`src/spdp_pkg.sv`:
```
package spdp_pkg;
    // command port widths
    localparam int CMD_W = 16;
    localparam int DATA_W = 32;
    // field widths of the parameter registers
    localparam int SCALE_W = 11;
    localparam int IDENT_W = 16;
    localparam int RDP_W = 24;
    localparam int CURVE_W = 16;
    localparam int CORR_W = 17;
    localparam int SPEED_W = 17;
    localparam int PULSE_W = 28;
    // field positions inside the scale register word
    localparam int SCALE_LSB = 0;
    localparam int IDENT_LSB = 16;
    // identification monitor command
    localparam logic [15:0] CMD_IDENT_MON = 16'h0003;
    // speed scale commands
    localparam logic [15:0] CMD_WR_SCALE_PRE = 16'h00b5;
    localparam logic [15:0] CMD_RD_SCALE_PRE = 16'h00c5;
    localparam logic [15:0] CMD_WR_SCALE = 16'h0095;
    localparam logic [15:0] CMD_RD_SCALE = 16'h00d5;
    // ramp-down point commands
    localparam logic [15:0] CMD_WR_RDP_PRE = 16'h00b6;
    localparam logic [15:0] CMD_RD_RDP_PRE = 16'h00c6;
    localparam logic [15:0] CMD_WR_RDP = 16'h0096;
    localparam logic [15:0] CMD_RD_RDP = 16'h00d6;
    // acceleration s-curve commands
    localparam logic [15:0] CMD_WR_ACC_PRE = 16'h00b9;
    localparam logic [15:0] CMD_RD_ACC_PRE = 16'h00c9;
    localparam logic [15:0] CMD_WR_ACC = 16'h0099;
    localparam logic [15:0] CMD_RD_ACC = 16'h00d9;
    // deceleration s-curve commands
    localparam logic [15:0] CMD_WR_DEC_PRE = 16'h00ba;
    localparam logic [15:0] CMD_RD_DEC_PRE = 16'h00ca;
    localparam logic [15:0] CMD_WR_DEC = 16'h009a;
    localparam logic [15:0] CMD_RD_DEC = 16'h00da;
    // correction speed commands (no pre-register)
    localparam logic [15:0] CMD_WR_CORR = 16'h009b;
    localparam logic [15:0] CMD_RD_CORR = 16'h00db;
    // clamp limits
    localparam logic [15:0] CURVE_MAX = 16'hc350;
    localparam logic [16:0] CORR_MAX = 17'h186a0;
    // reset values
    localparam logic [10:0] SCALE_RST = 11'h002;
    localparam logic [23:0] RDP_RST = 24'h000000;
    localparam logic [15:0] CURVE_RST = 16'h0000;
    localparam logic [16:0] CORR_RST = 17'h00000;
    // identification code; value is arbitrary
    localparam logic [15:0] IDENT_CODE = 16'h5a01;
    // latency of the scaling multipliers in clocks
    localparam int SCALE_LAT = 1;
endpackage

```
`src/spdp_scale.sv`:
```
`timescale 1ns/1ns
// registered product of the speed scale and a base value
module spdp_scale #(
    parameter int AW = 11,
    parameter int BW = 17
) (
    // clock and reset
    input wire logic clk_sys,
    input wire logic sys_rst,
    // operands
    input wire logic [AW-1:0] scale,
    input wire logic [BW-1:0] base,
    // result
    output logic [AW+BW-1:0] product
);
    ////////////////////////////////////////////////////////////////////////
    // one register stage keeps the multiplier off the output timing path
    always_ff @(posedge clk_sys) begin
        if (sys_rst) begin
            product <= '0;
        end else begin
            product <= scale * base;
        end
    end
endmodule

```
`src/spdp_regs.sv`:
```
`timescale 1ns/1ns
// Behaviour
// - 11-bit scale field, bits 15..11 read zero
// - pulse rate equals scale times speed
// - ident shows only right after monitor command
// - scale pre/working write and read commands
// - ramp-down 24 bits, upper read by mode
// - mode 0: signed offset to computed point
// - mode 1: decelerate when remaining below value
// - accel range clamps to 50000, scaled
// - accel range zero uses half speed span
// - accel s-curve pre/working command codes
// - decel range clamps to 50000, scaled
// - decel range zero uses half speed span
// - decel s-curve pre/working command codes
// - 17-bit correction speed, no pre-register
// - correction speed clamps to 100000, scaled
// - correction speed drives backlash, origin reverse
module spdp_regs (
    // clock and reset
    input wire logic clk_sys,
    input wire logic sys_rst,
    // command port
    input wire logic [15:0] cmd_addr,
    input wire logic [31:0] cmd_wdata,
    input wire logic cmd_wr,
    input wire logic cmd_rd,
    output logic [31:0] cmd_rdata,
    // speed generator side
    input wire logic [16:0] high_speed_reg,
    input wire logic [16:0] low_speed_reg,
    input wire logic [16:0] sel_speed,
    input wire logic use_correction,
    input wire logic op_start,
    // ramp-down inputs
    input wire logic rampdown_manual_sel,
    input wire logic [27:0] remaining_pulses,
    input wire logic [27:0] auto_decel_point,
    // results
    output logic [27:0] pulse_rate,
    output logic [26:0] accel_span,
    output logic [26:0] decel_span,
    output logic [27:0] correction_rate,
    output logic decel_start
);
    ////////////////////////////////////////////////////////////////////////
    // storage
    logic [10:0] speed_scale_prebuf_r;
    logic [10:0] speed_scale_reg_r;
    logic [23:0] rampdown_point_prebuf_r;
    logic [23:0] rampdown_point_reg_r;
    logic [15:0] accel_curve_prebuf_r;
    logic [15:0] accel_curve_reg_r;
    logic [15:0] decel_curve_prebuf_r;
    logic [15:0] decel_curve_reg_r;
    logic [16:0] correction_speed_reg_r;
    logic ident_armed_r;
    logic decel_start_r;
    logic [31:0] rdata_r;
    logic [16:0] speed_base;
    logic [15:0] accel_eff;
    logic [15:0] decel_eff;
    logic [16:0] corr_eff;
    logic [15:0] half_span;
    logic signed [29:0] auto_thresh;

    ////////////////////////////////////////////////////////////////////////
    // helpers
    function automatic logic [15:0] curve_clamp(input logic [15:0] v, input logic [15:0] h);
        logic [15:0] r;
        r = v;
        if (v == 16'h0000) begin
            r = h;
        end else if (v > spdp_pkg::CURVE_MAX) begin
            r = spdp_pkg::CURVE_MAX;
        end
        return r;
    endfunction

    function automatic logic [31:0] rdp_format(input logic [23:0] v, input logic manual);
        logic [31:0] r;
        r = manual ? {8'h00, v} : {{8{v[23]}}, v};
        return r;
    endfunction

    ////////////////////////////////////////////////////////////////////////
    // speed scale: pre-register, working register, copy on operation start
    always_ff @(posedge clk_sys) begin
        if (sys_rst) begin
            speed_scale_prebuf_r <= spdp_pkg::SCALE_RST;
            speed_scale_reg_r <= spdp_pkg::SCALE_RST;
        end else begin
            if (cmd_wr && cmd_addr == spdp_pkg::CMD_WR_SCALE_PRE) begin
                speed_scale_prebuf_r <= cmd_wdata[10:0];
            end
            // a direct write wins over the copy in the same cycle
            if (cmd_wr && cmd_addr == spdp_pkg::CMD_WR_SCALE) begin
                speed_scale_reg_r <= cmd_wdata[10:0];
            end else if (op_start) begin
                speed_scale_reg_r <= speed_scale_prebuf_r;
            end
        end
    end

    // ramp-down point: upper written bits are dropped
    always_ff @(posedge clk_sys) begin
        if (sys_rst) begin
            rampdown_point_prebuf_r <= spdp_pkg::RDP_RST;
            rampdown_point_reg_r <= spdp_pkg::RDP_RST;
        end else begin
            if (cmd_wr && cmd_addr == spdp_pkg::CMD_WR_RDP_PRE) begin
                rampdown_point_prebuf_r <= cmd_wdata[23:0];
            end
            if (cmd_wr && cmd_addr == spdp_pkg::CMD_WR_RDP) begin
                rampdown_point_reg_r <= cmd_wdata[23:0];
            end else if (op_start) begin
                rampdown_point_reg_r <= rampdown_point_prebuf_r;
            end
        end
    end

    // acceleration s-curve range; stored raw, clamped where it is used
    always_ff @(posedge clk_sys) begin
        if (sys_rst) begin
            accel_curve_prebuf_r <= spdp_pkg::CURVE_RST;
            accel_curve_reg_r <= spdp_pkg::CURVE_RST;
        end else begin
            if (cmd_wr && cmd_addr == spdp_pkg::CMD_WR_ACC_PRE) begin
                accel_curve_prebuf_r <= cmd_wdata[15:0];
            end
            if (cmd_wr && cmd_addr == spdp_pkg::CMD_WR_ACC) begin
                accel_curve_reg_r <= cmd_wdata[15:0];
            end else if (op_start) begin
                accel_curve_reg_r <= accel_curve_prebuf_r;
            end
        end
    end

    // deceleration s-curve range
    always_ff @(posedge clk_sys) begin
        if (sys_rst) begin
            decel_curve_prebuf_r <= spdp_pkg::CURVE_RST;
            decel_curve_reg_r <= spdp_pkg::CURVE_RST;
        end else begin
            if (cmd_wr && cmd_addr == spdp_pkg::CMD_WR_DEC_PRE) begin
                decel_curve_prebuf_r <= cmd_wdata[15:0];
            end
            if (cmd_wr && cmd_addr == spdp_pkg::CMD_WR_DEC) begin
                decel_curve_reg_r <= cmd_wdata[15:0];
            end else if (op_start) begin
                decel_curve_reg_r <= decel_curve_prebuf_r;
            end
        end
    end

    // correction speed has no pre-register, so it changes at once
    always_ff @(posedge clk_sys) begin
        if (sys_rst) begin
            correction_speed_reg_r <= spdp_pkg::CORR_RST;
        end else if (cmd_wr && cmd_addr == spdp_pkg::CMD_WR_CORR) begin
            correction_speed_reg_r <= cmd_wdata[16:0];
        end
    end

    ////////////////////////////////////////////////////////////////////////
    // ident monitor arms only the very next strobe; anything else disarms
    always_ff @(posedge clk_sys) begin
        if (sys_rst) begin
            ident_armed_r <= 1'b0;
        end else if (cmd_wr || cmd_rd) begin
            ident_armed_r <= cmd_wr && cmd_addr == spdp_pkg::CMD_IDENT_MON;
        end
    end

    // read data stand for one cycle only, zero otherwise and when unmapped
    always_ff @(posedge clk_sys) begin
        if (sys_rst || !cmd_rd) begin
            rdata_r <= 32'h00000000;
        end else begin
            unique case (cmd_addr)
                spdp_pkg::CMD_RD_SCALE_PRE: rdata_r <= {21'h000000, speed_scale_prebuf_r};
                spdp_pkg::CMD_RD_SCALE: begin
                    // upper half is zero unless the monitor command came just before
                    rdata_r <= {ident_armed_r ? spdp_pkg::IDENT_CODE : 16'h0000,
                                5'h00, speed_scale_reg_r};
                end
                spdp_pkg::CMD_RD_RDP_PRE: begin
                    rdata_r <= rdp_format(rampdown_point_prebuf_r, rampdown_manual_sel);
                end
                spdp_pkg::CMD_RD_RDP: begin
                    rdata_r <= rdp_format(rampdown_point_reg_r, rampdown_manual_sel);
                end
                spdp_pkg::CMD_RD_ACC_PRE: rdata_r <= {16'h0000, accel_curve_prebuf_r};
                spdp_pkg::CMD_RD_ACC: rdata_r <= {16'h0000, accel_curve_reg_r};
                spdp_pkg::CMD_RD_DEC_PRE: rdata_r <= {16'h0000, decel_curve_prebuf_r};
                spdp_pkg::CMD_RD_DEC: rdata_r <= {16'h0000, decel_curve_reg_r};
                spdp_pkg::CMD_RD_CORR: rdata_r <= {15'h0000, correction_speed_reg_r};
                default: rdata_r <= 32'h00000000;
            endcase
        end
    end

    assign cmd_rdata = rdata_r;

    ////////////////////////////////////////////////////////////////////////
    // effective values; the host is trusted to keep ranges below half span
    always_comb begin
        // a high speed below the low speed would wrap, so it gives zero instead
        if (high_speed_reg > low_speed_reg) begin
            half_span = 16'((high_speed_reg - low_speed_reg) >> 1);
        end else begin
            half_span = 16'h0000;
        end
        accel_eff = curve_clamp(accel_curve_reg_r, half_span);
        decel_eff = curve_clamp(decel_curve_reg_r, half_span);
        corr_eff = correction_speed_reg_r;
        if (correction_speed_reg_r > spdp_pkg::CORR_MAX) begin
            corr_eff = spdp_pkg::CORR_MAX;
        end
        // backlash and origin-return reverse legs run at correction speed
        speed_base = use_correction ? corr_eff : sel_speed;
    end

    // scaled outputs, one registered multiplier each
    spdp_scale #(.AW(11), .BW(17)) u_rate (
        .clk_sys(clk_sys),
        .sys_rst(sys_rst),
        .scale(speed_scale_reg_r),
        .base(speed_base),
        .product(pulse_rate)
    );

    spdp_scale #(.AW(11), .BW(16)) u_acc (
        .clk_sys(clk_sys),
        .sys_rst(sys_rst),
        .scale(speed_scale_reg_r),
        .base(accel_eff),
        .product(accel_span)
    );

    spdp_scale #(.AW(11), .BW(16)) u_dec (
        .clk_sys(clk_sys),
        .sys_rst(sys_rst),
        .scale(speed_scale_reg_r),
        .base(decel_eff),
        .product(decel_span)
    );

    spdp_scale #(.AW(11), .BW(17)) u_corr (
        .clk_sys(clk_sys),
        .sys_rst(sys_rst),
        .scale(speed_scale_reg_r),
        .base(corr_eff),
        .product(correction_rate)
    );

    ////////////////////////////////////////////////////////////////////////
    // deceleration start: signed offset on the computed point, or a plain count
    assign auto_thresh = $signed({2'b00, auto_decel_point})
                       + $signed({{6{rampdown_point_reg_r[23]}}, rampdown_point_reg_r});

    always_ff @(posedge clk_sys) begin
        if (sys_rst) begin
            decel_start_r <= 1'b0;
        end else if (rampdown_manual_sel) begin
            decel_start_r <= {4'h0, remaining_pulses} < {8'h00, rampdown_point_reg_r};
        end else begin
            // negative offsets may push the point below zero: no early start then
            decel_start_r <= $signed({2'b00, remaining_pulses}) <= auto_thresh;
        end
    end

    assign decel_start = decel_start_r;

    // the monitor arms the next strobe whatever the idle gap, so track the last strobe
    logic chk_mon_last_r;
    always_ff @(posedge clk_sys) begin
        if (sys_rst) begin
            chk_mon_last_r <= 1'b0;
        end else if (cmd_wr || cmd_rd) begin
            chk_mon_last_r <= cmd_wr && cmd_addr == spdp_pkg::CMD_IDENT_MON;
        end
    end
endmodule

```
`config.mk`:
```
export PLATFORM = sky130hd
export DESIGN_NAME = spdp_regs
export DESIGN_NICKNAME = d
export VERILOG_FILES = /design/src/spdp_pkg.sv /design/src/spdp_scale.sv /design/src/spdp_regs.sv
export SDC_FILE = /design/constraint.sdc
export NUM_CORES = 2
export LEC_CHECK = 0
export BUFFER_PORTS_ARGS = -buffer_cell sky130_fd_sc_hd__buf_2
export CAP_MARGIN = 15
export CORE_UTILIZATION = 52
export CTS_BUF_LIST = sky130_fd_sc_hd__clkbuf_4 sky130_fd_sc_hd__clkbuf_8 sky130_fd_sc_hd__clkbuf_16
export DETAILED_ROUTE_END_ITERATION = 6
export PLACE_DENSITY = 0.71
export SLEW_MARGIN = 20
export SYNTH_ARGS = -nofsm -noshare
export SYNTH_HDL_FRONTEND = slang
export SYNTH_SLANG_ARGS = --single-unit
```
`constraint.sdc`:
```
create_clock -name clk_sys -period 11.17 [get_ports clk_sys]
set_clock_uncertainty 0.15 [all_clocks]
set_input_delay 1.117 -clock clk_sys [delete_from_list [all_inputs] [get_ports clk_sys]]
set_output_delay 1.117 -clock clk_sys [all_outputs]
set_load 0.05 [all_outputs]
```
Word-level counts from Yosys, hierarchy flattened
Index checks and enable logic that the tools add are counted.
{ "totals": {"input_bits": 162, "elab_cells": 86, "register_bits": 295, "out_inout_bits": 143} }
{ "op_classes": {"n_mux": 20, "eq_ne": 19, "reduce_logical": 19, "add_sub_neg": 2, "mul": 4, "magnitude_cmp": 6} }
{ "op_table": {"columns": ["cell", "n"], "rows": [
  ["16-bit by 8-bit == test with 1-bit output (second input constant)", 18],
  ["32-bit one-hot mux with 9 select lines", 1],
  ["16-bit 2-to-1 mux", 9],
  ["32-bit 2-to-1 mux", 2],
  ["11-bit by 17-bit multiplier with 28-bit output", 2],
  ["11-bit by 16-bit multiplier with 27-bit output", 2],
  ["24-bit 2-to-1 mux", 2],
  ["17-bit 2-to-1 mux", 2],
  ["16-bit greater-than comparator (second input constant)", 2],
  ["16-bit logical NOT", 2],
  ["29-bit by 24-bit adder with 30-bit output", 1],
  ["29-bit by 30-bit <= comparator with 1-bit output", 1],
  ["28-bit by 24-bit less-than comparator with 1-bit output", 1],
  ["11-bit 2-to-1 mux", 2],
  ["17-bit greater-than comparator", 1],
  ["17-bit greater-than comparator (second input constant)", 1],
  ["17-bit subtractor", 1],
  ["16-bit by 2-bit == test with 1-bit output (second input constant)", 1],
  ["15-bit 2-to-1 mux", 1],
  ["1-bit logical AND", 10],
  ["2-bit nonzero test", 4],
  ["1-bit logical OR", 2],
  ["1-bit logical NOT", 1],
  ["1-bit 2-to-1 mux", 1]
]} }

Logic depth before layout (Yosys ltp)
{ "logic_depth": {"ltp_word": 4, "mapped_depth": 31} }

Cells and area by module
From an unflattened synthesis, not the netlist that was laid out.
{ "hier_totals": {"cells_unflattened": 4509, "hier_area_um2": 38547.0} }
{ "modules_own_cells": {"columns": ["module", "seq_area_each_um2", "area_each_um2", "instances", "cells_each"], "rows": [
  ["spdp_regs", 3583.4, 11883.9, 1, 1426],
  ["spdp_scale (u_corr)", 560.5, 6875.3, 1, 796],
  ["spdp_scale (u_rate)", 560.5, 6777.8, 1, 786],
  ["spdp_scale (u_acc)", 540.5, 6507.5, 1, 755],
  ["spdp_scale (u_dec)", 540.5, 6502.5, 1, 746]
]} }

Worst setup path before layout
OpenSTA, ideal clock, no wires.
{ "synth_path": {"kind": "in2reg", "from": "input port high_speed_reg[0]", "to": "register u_acc.product[26]", "t_arrival_ns": 7.884, "required_time_ns": 10.892, "setup_slack_ns": 3.009, "cell_stages": 29, "cell_sequence": "inv_1 -> ha_1 -> inv_1 -> fa_1 -> a211oi_1 -> o21ai_0 -> or3b_2 -> nand3_1 -> a311oi_1 -> xnor2_1 -> a21oi_1 -> clkbuf_1 -> nand2b_1 -> fa_1 -> inv_1 -> fa_1 -> fa_1 -> fa_1 -> inv_1 -> fa_1 -> inv_1 -> ha_1 -> a21o_1 -> or4b_2 -> o211ai_1 -> a31oi_1 -> a41oi_1 -> xnor2_1 -> nor2_1"} }
{ "synth_between": {"elab_chain_len": 4, "elab_cells_between_ends": 5, "cone_classes": "add/sub: 1; mul: 1; order compare: 1; mux: 2"} }
{ "synth_lines": {"columns": ["item", "line_no", "source"], "rows": [
  ["start: declaration", "spdp_regs.sv:30", "input wire logic [16:0] high_speed_reg,"],
  ["17-bit subtractor or 17-bit greater-than comparator (tied branches)", "spdp_regs.sv:210, spdp_regs.sv:209", null],
  ["16-bit 2-to-1 mux (*)", "spdp_regs.sv:209", "if (high_speed_reg > low_speed_reg) begin"],
  ["16-bit 2-to-1 mux (*)", "spdp_regs.sv:72", "if (v == 16'h0000) begin"],
  ["11-bit by 16-bit multiplier with 27-bit output (*)", "spdp_scale.sv:22", "product <= scale * base;"],
  ["end signal: assignment", "spdp_scale.sv:22", null],
  ["end: declaration", "spdp_scale.sv:14", "output logic [AW+BW-1:0] product"]
]} }
Mark *: on every way between the ends. The rest lies on a longest branch, timed or not.
A chain may end at the register's enable or synchronous reset.

Final worst setup path
{ "layout_path": {"from": "input port low_speed_reg[6]", "to": "register u_dec.product[23]"} }
{ "layout_between": {"elab_chain_len": 4, "elab_cells_between_ends": 5, "cone_classes": "add/sub: 1; mul: 1; order compare: 1; mux: 2"} }
{ "layout_lines": {"columns": ["item", "line_no", "source"], "rows": [
  ["start: declaration", "spdp_regs.sv:31", "input wire logic [16:0] low_speed_reg,"],
  ["17-bit subtractor or 17-bit greater-than comparator (tied branches)", "spdp_regs.sv:210, spdp_regs.sv:209", null],
  ["16-bit 2-to-1 mux (*)", "spdp_regs.sv:209", null],
  ["16-bit 2-to-1 mux (*)", "spdp_regs.sv:72", null],
  ["11-bit by 16-bit multiplier with 27-bit output (*)", "spdp_scale.sv:22", null],
  ["end signal: assignment", "spdp_scale.sv:22", null],
  ["end: declaration", "spdp_scale.sv:14", null]
]} }
Marked as above.

==> out/metrics.cfg <==
[pwr]
ir_worst_vdd_mv=0.123
powerDensity_nw_per_um2=68.6
power.leakage_nw=19.3

[detailed_routing]
ant_nets=0
drc=0
vias=30400
avgViaCountPerCell=5.59
wl_per_cell_um=18.4
wl_um=100000
firstDrtPassIters=5
drt_iter0_markers=1966

[timing]
rsz0062_at_grt=false
finalHoldViolCount=0
fmax_ghz=0.115
fin_crit_ps=8710
maxSlewHeadroom_pct=21.8
fin_ws_ps=2460
setup_viol=0
finalSetupTns_ps=0
slew_viol_final=0
min_period_over_period_pct=77.9
worstMarginPinSlew_ps=1160

[clock_tree]
htree_num_levels=2
cts_tree=done
cts_setup_buffers=0
numCtsBuffers=36
cts_root_buf=clkbuf_16
ctsHoldBuffers=0
cts_sinks=289
path_clk_slew_ps=60
clk_latency_ps=590
ctsResizeCount=0
clock_path_buffers=3

[floorplan]
chipWidth_um=271
rows=98
coreArea_um2=71500
die_area_um2=73300
start_util_pct=52.5
io_pins=305
dieHeight_um=271

[worst_setup_path]
rrSetupSlack_ps=2560
critPathRequiredTime_ps=11450
cp-startpoint=low_speed_reg[6]
cp_slowest_cell=a311o_1
setup.worst_path.end=u_dec.product[23]
r2r_start=correction_speed_reg_r[15]
slowest_delay_ps=600
start_kind=input port
r2r_end=u_rate.product[26]
worstSetupEndpointType=register
worstPathArrival_ps=8990
crit_top_cell=fa_1
ff2ff_path_depth=24
critPathKind=in2reg
critPathMaxFanout=16

[finish]
final_nets=5492
utilization_pct=57.0
drive_gt1_share_pct=10.4
synthToLayoutAreaGrowth_pct=8.60

[flow_run]
timing.max_cap.violations=0

[place]
post-place-ws_ps=1970
dp_hpwl_um=76100
portBuffers=296
gp_congestion=0.913

[global_routing]
grt_pass1_vias=30800
grt_pass1_wl_um=163000
antenna_found_initial=6
grt_start_max_net_pins=88
gr-total-overflow=0
grt_usage_pct=27.7

[logic_synthesis]
synth_top_area_share_pct=27.7
ys.flop_type=dfxtp_1
synth-seq-cells=289
synth_cell_types=81
syn_area_per_cell_um2=8.68
syn_nets=5367
async_flop_share_pct=0
yosysMostFrequentCell=inv_1
seq_area_frac_synth_pct=15.4
yosysTopAreaCell=fa_1
synth_edf_count=0
synth_common_cells=inv_1 (617), nand2_1 (546), fa_1 (520)
yosys_warnings=0
ys_top_cells_by_area=fa_1 (28%), dfxtp_1 (15%), ha_1 (12%), inv_1 (6.2%), nand2_1 (5.5%)
syn_area_um2=37600
synth_cells=4326

[run_status]
outcome=finished clean

[worst_hold_path]
hold_class=reg2reg
worstHoldStart=rampdown_point_prebuf_r[10]

-- per-layer routing --
layer,GRT usage [%],part of all wire [%],up-vias
met5,0,0,-
met4,8.94,3.0,0
met3,5.14,7.2,164
met2,46.6,48,1000
met1,35.8,42,15000
li1,-,-,14200
-- worst min-delay path by stage --
stage	cells past startpoint	end	slack [ps]
finish	2	rampdown_point_prebuf_r[10]	320
CTS	2	decel_curve_prebuf_r[11]	320
detailed placement	2	decel_curve_prebuf_r[11]	310
floorplan	2	rampdown_point_prebuf_r[16]	290
global route	2	decel_curve_prebuf_r[8]	340
global placement	2	decel_curve_prebuf_r[11]	300
-- power breakdown --
part	total, mW	internal [mW]	leakage (nW)	switching (mW)
logic	0.506	0.161	16.3	0.345
registers	1.05	1.04	2.34	0.00360
clock network	1.25	0.725	0.615	0.521
-- worst max-delay path: cells and delay by family --
kind | cells | cell delay [ps]
compound gates | 11 | 3610
fa+ha+maj | 7 | 3280
xor+xnor | 1 | 160
buf+inv | 5 | 270
simple gates | 4 | 540
-- registers in the layout (all words and copies together), names as in the netlist, 16 cells and up --
signal	cells
correction_speed_reg_r	17
rampdown_point_prebuf_r	24
u_dec.product	27
decel_curve_prebuf_r	16
u_acc.product	27
cmd_rdata	26
u_rate.product	28
u_corr.product	28
accel_curve_prebuf_r	16
decel_curve_reg_r	16
rampdown_point_reg_r	24
accel_curve_reg_r	16
-- placed cells by master (no fill, tap or decap), drive strengths merged, types with 17 or more instances in the layout --
cell,count
a211oi,98
a21o,57
a21oi,142
a22o,30
a22oi,47
a31oi,36
and2,304
and3,30
buf,332
clkbuf,44
dfxtp,289
fa,520
ha,359
inv,619
mux2,20
mux2i,112
nand2,546
nand2b,33
nand3,25
nand4,17
nor2,270
nor2b,72
nor3,52
nor4,19
o211ai,19
o21a,44
o21ai,61
or2,18
or3,17
xnor2,46
xor2,51
-- logic make-up after synthesis --
group / share of synthesized area [%]
AND/OR/NAND/NOR: 18.5
adder cells (fa/ha/maj): 39.7
buffers and inverters: 8.95
AO/OA/AOI/OAI: 11.6
flip-flops: 15.4
multiplexers: 3.63
XOR/XNOR: 2.26
-- metrics by stage --
stage               area, µm²  hold slack (ps)  cells  power [mW]
finish                  40800              319   5432        2.80
global route            40800              337   5430        2.91
CTS                     40800              319   5426        2.82
detailed placement      39500              310   5363        1.57
global placement        39500              305   5363        1.56
floorplan               37600              294   4326        1.41
-- layout make-up --
cell class                 instances  area [µm²]
antenna                            6        15.0
clock buffer                      44         967
clock inverter                    19         294
fill                            6454       30700
inverter                         617        2320
multi-input combinational       3175       28400
sequential                       289        5800
tap                              950        1190
timing repair buffer             332        1760
Power figures use the tool's default switching activity.
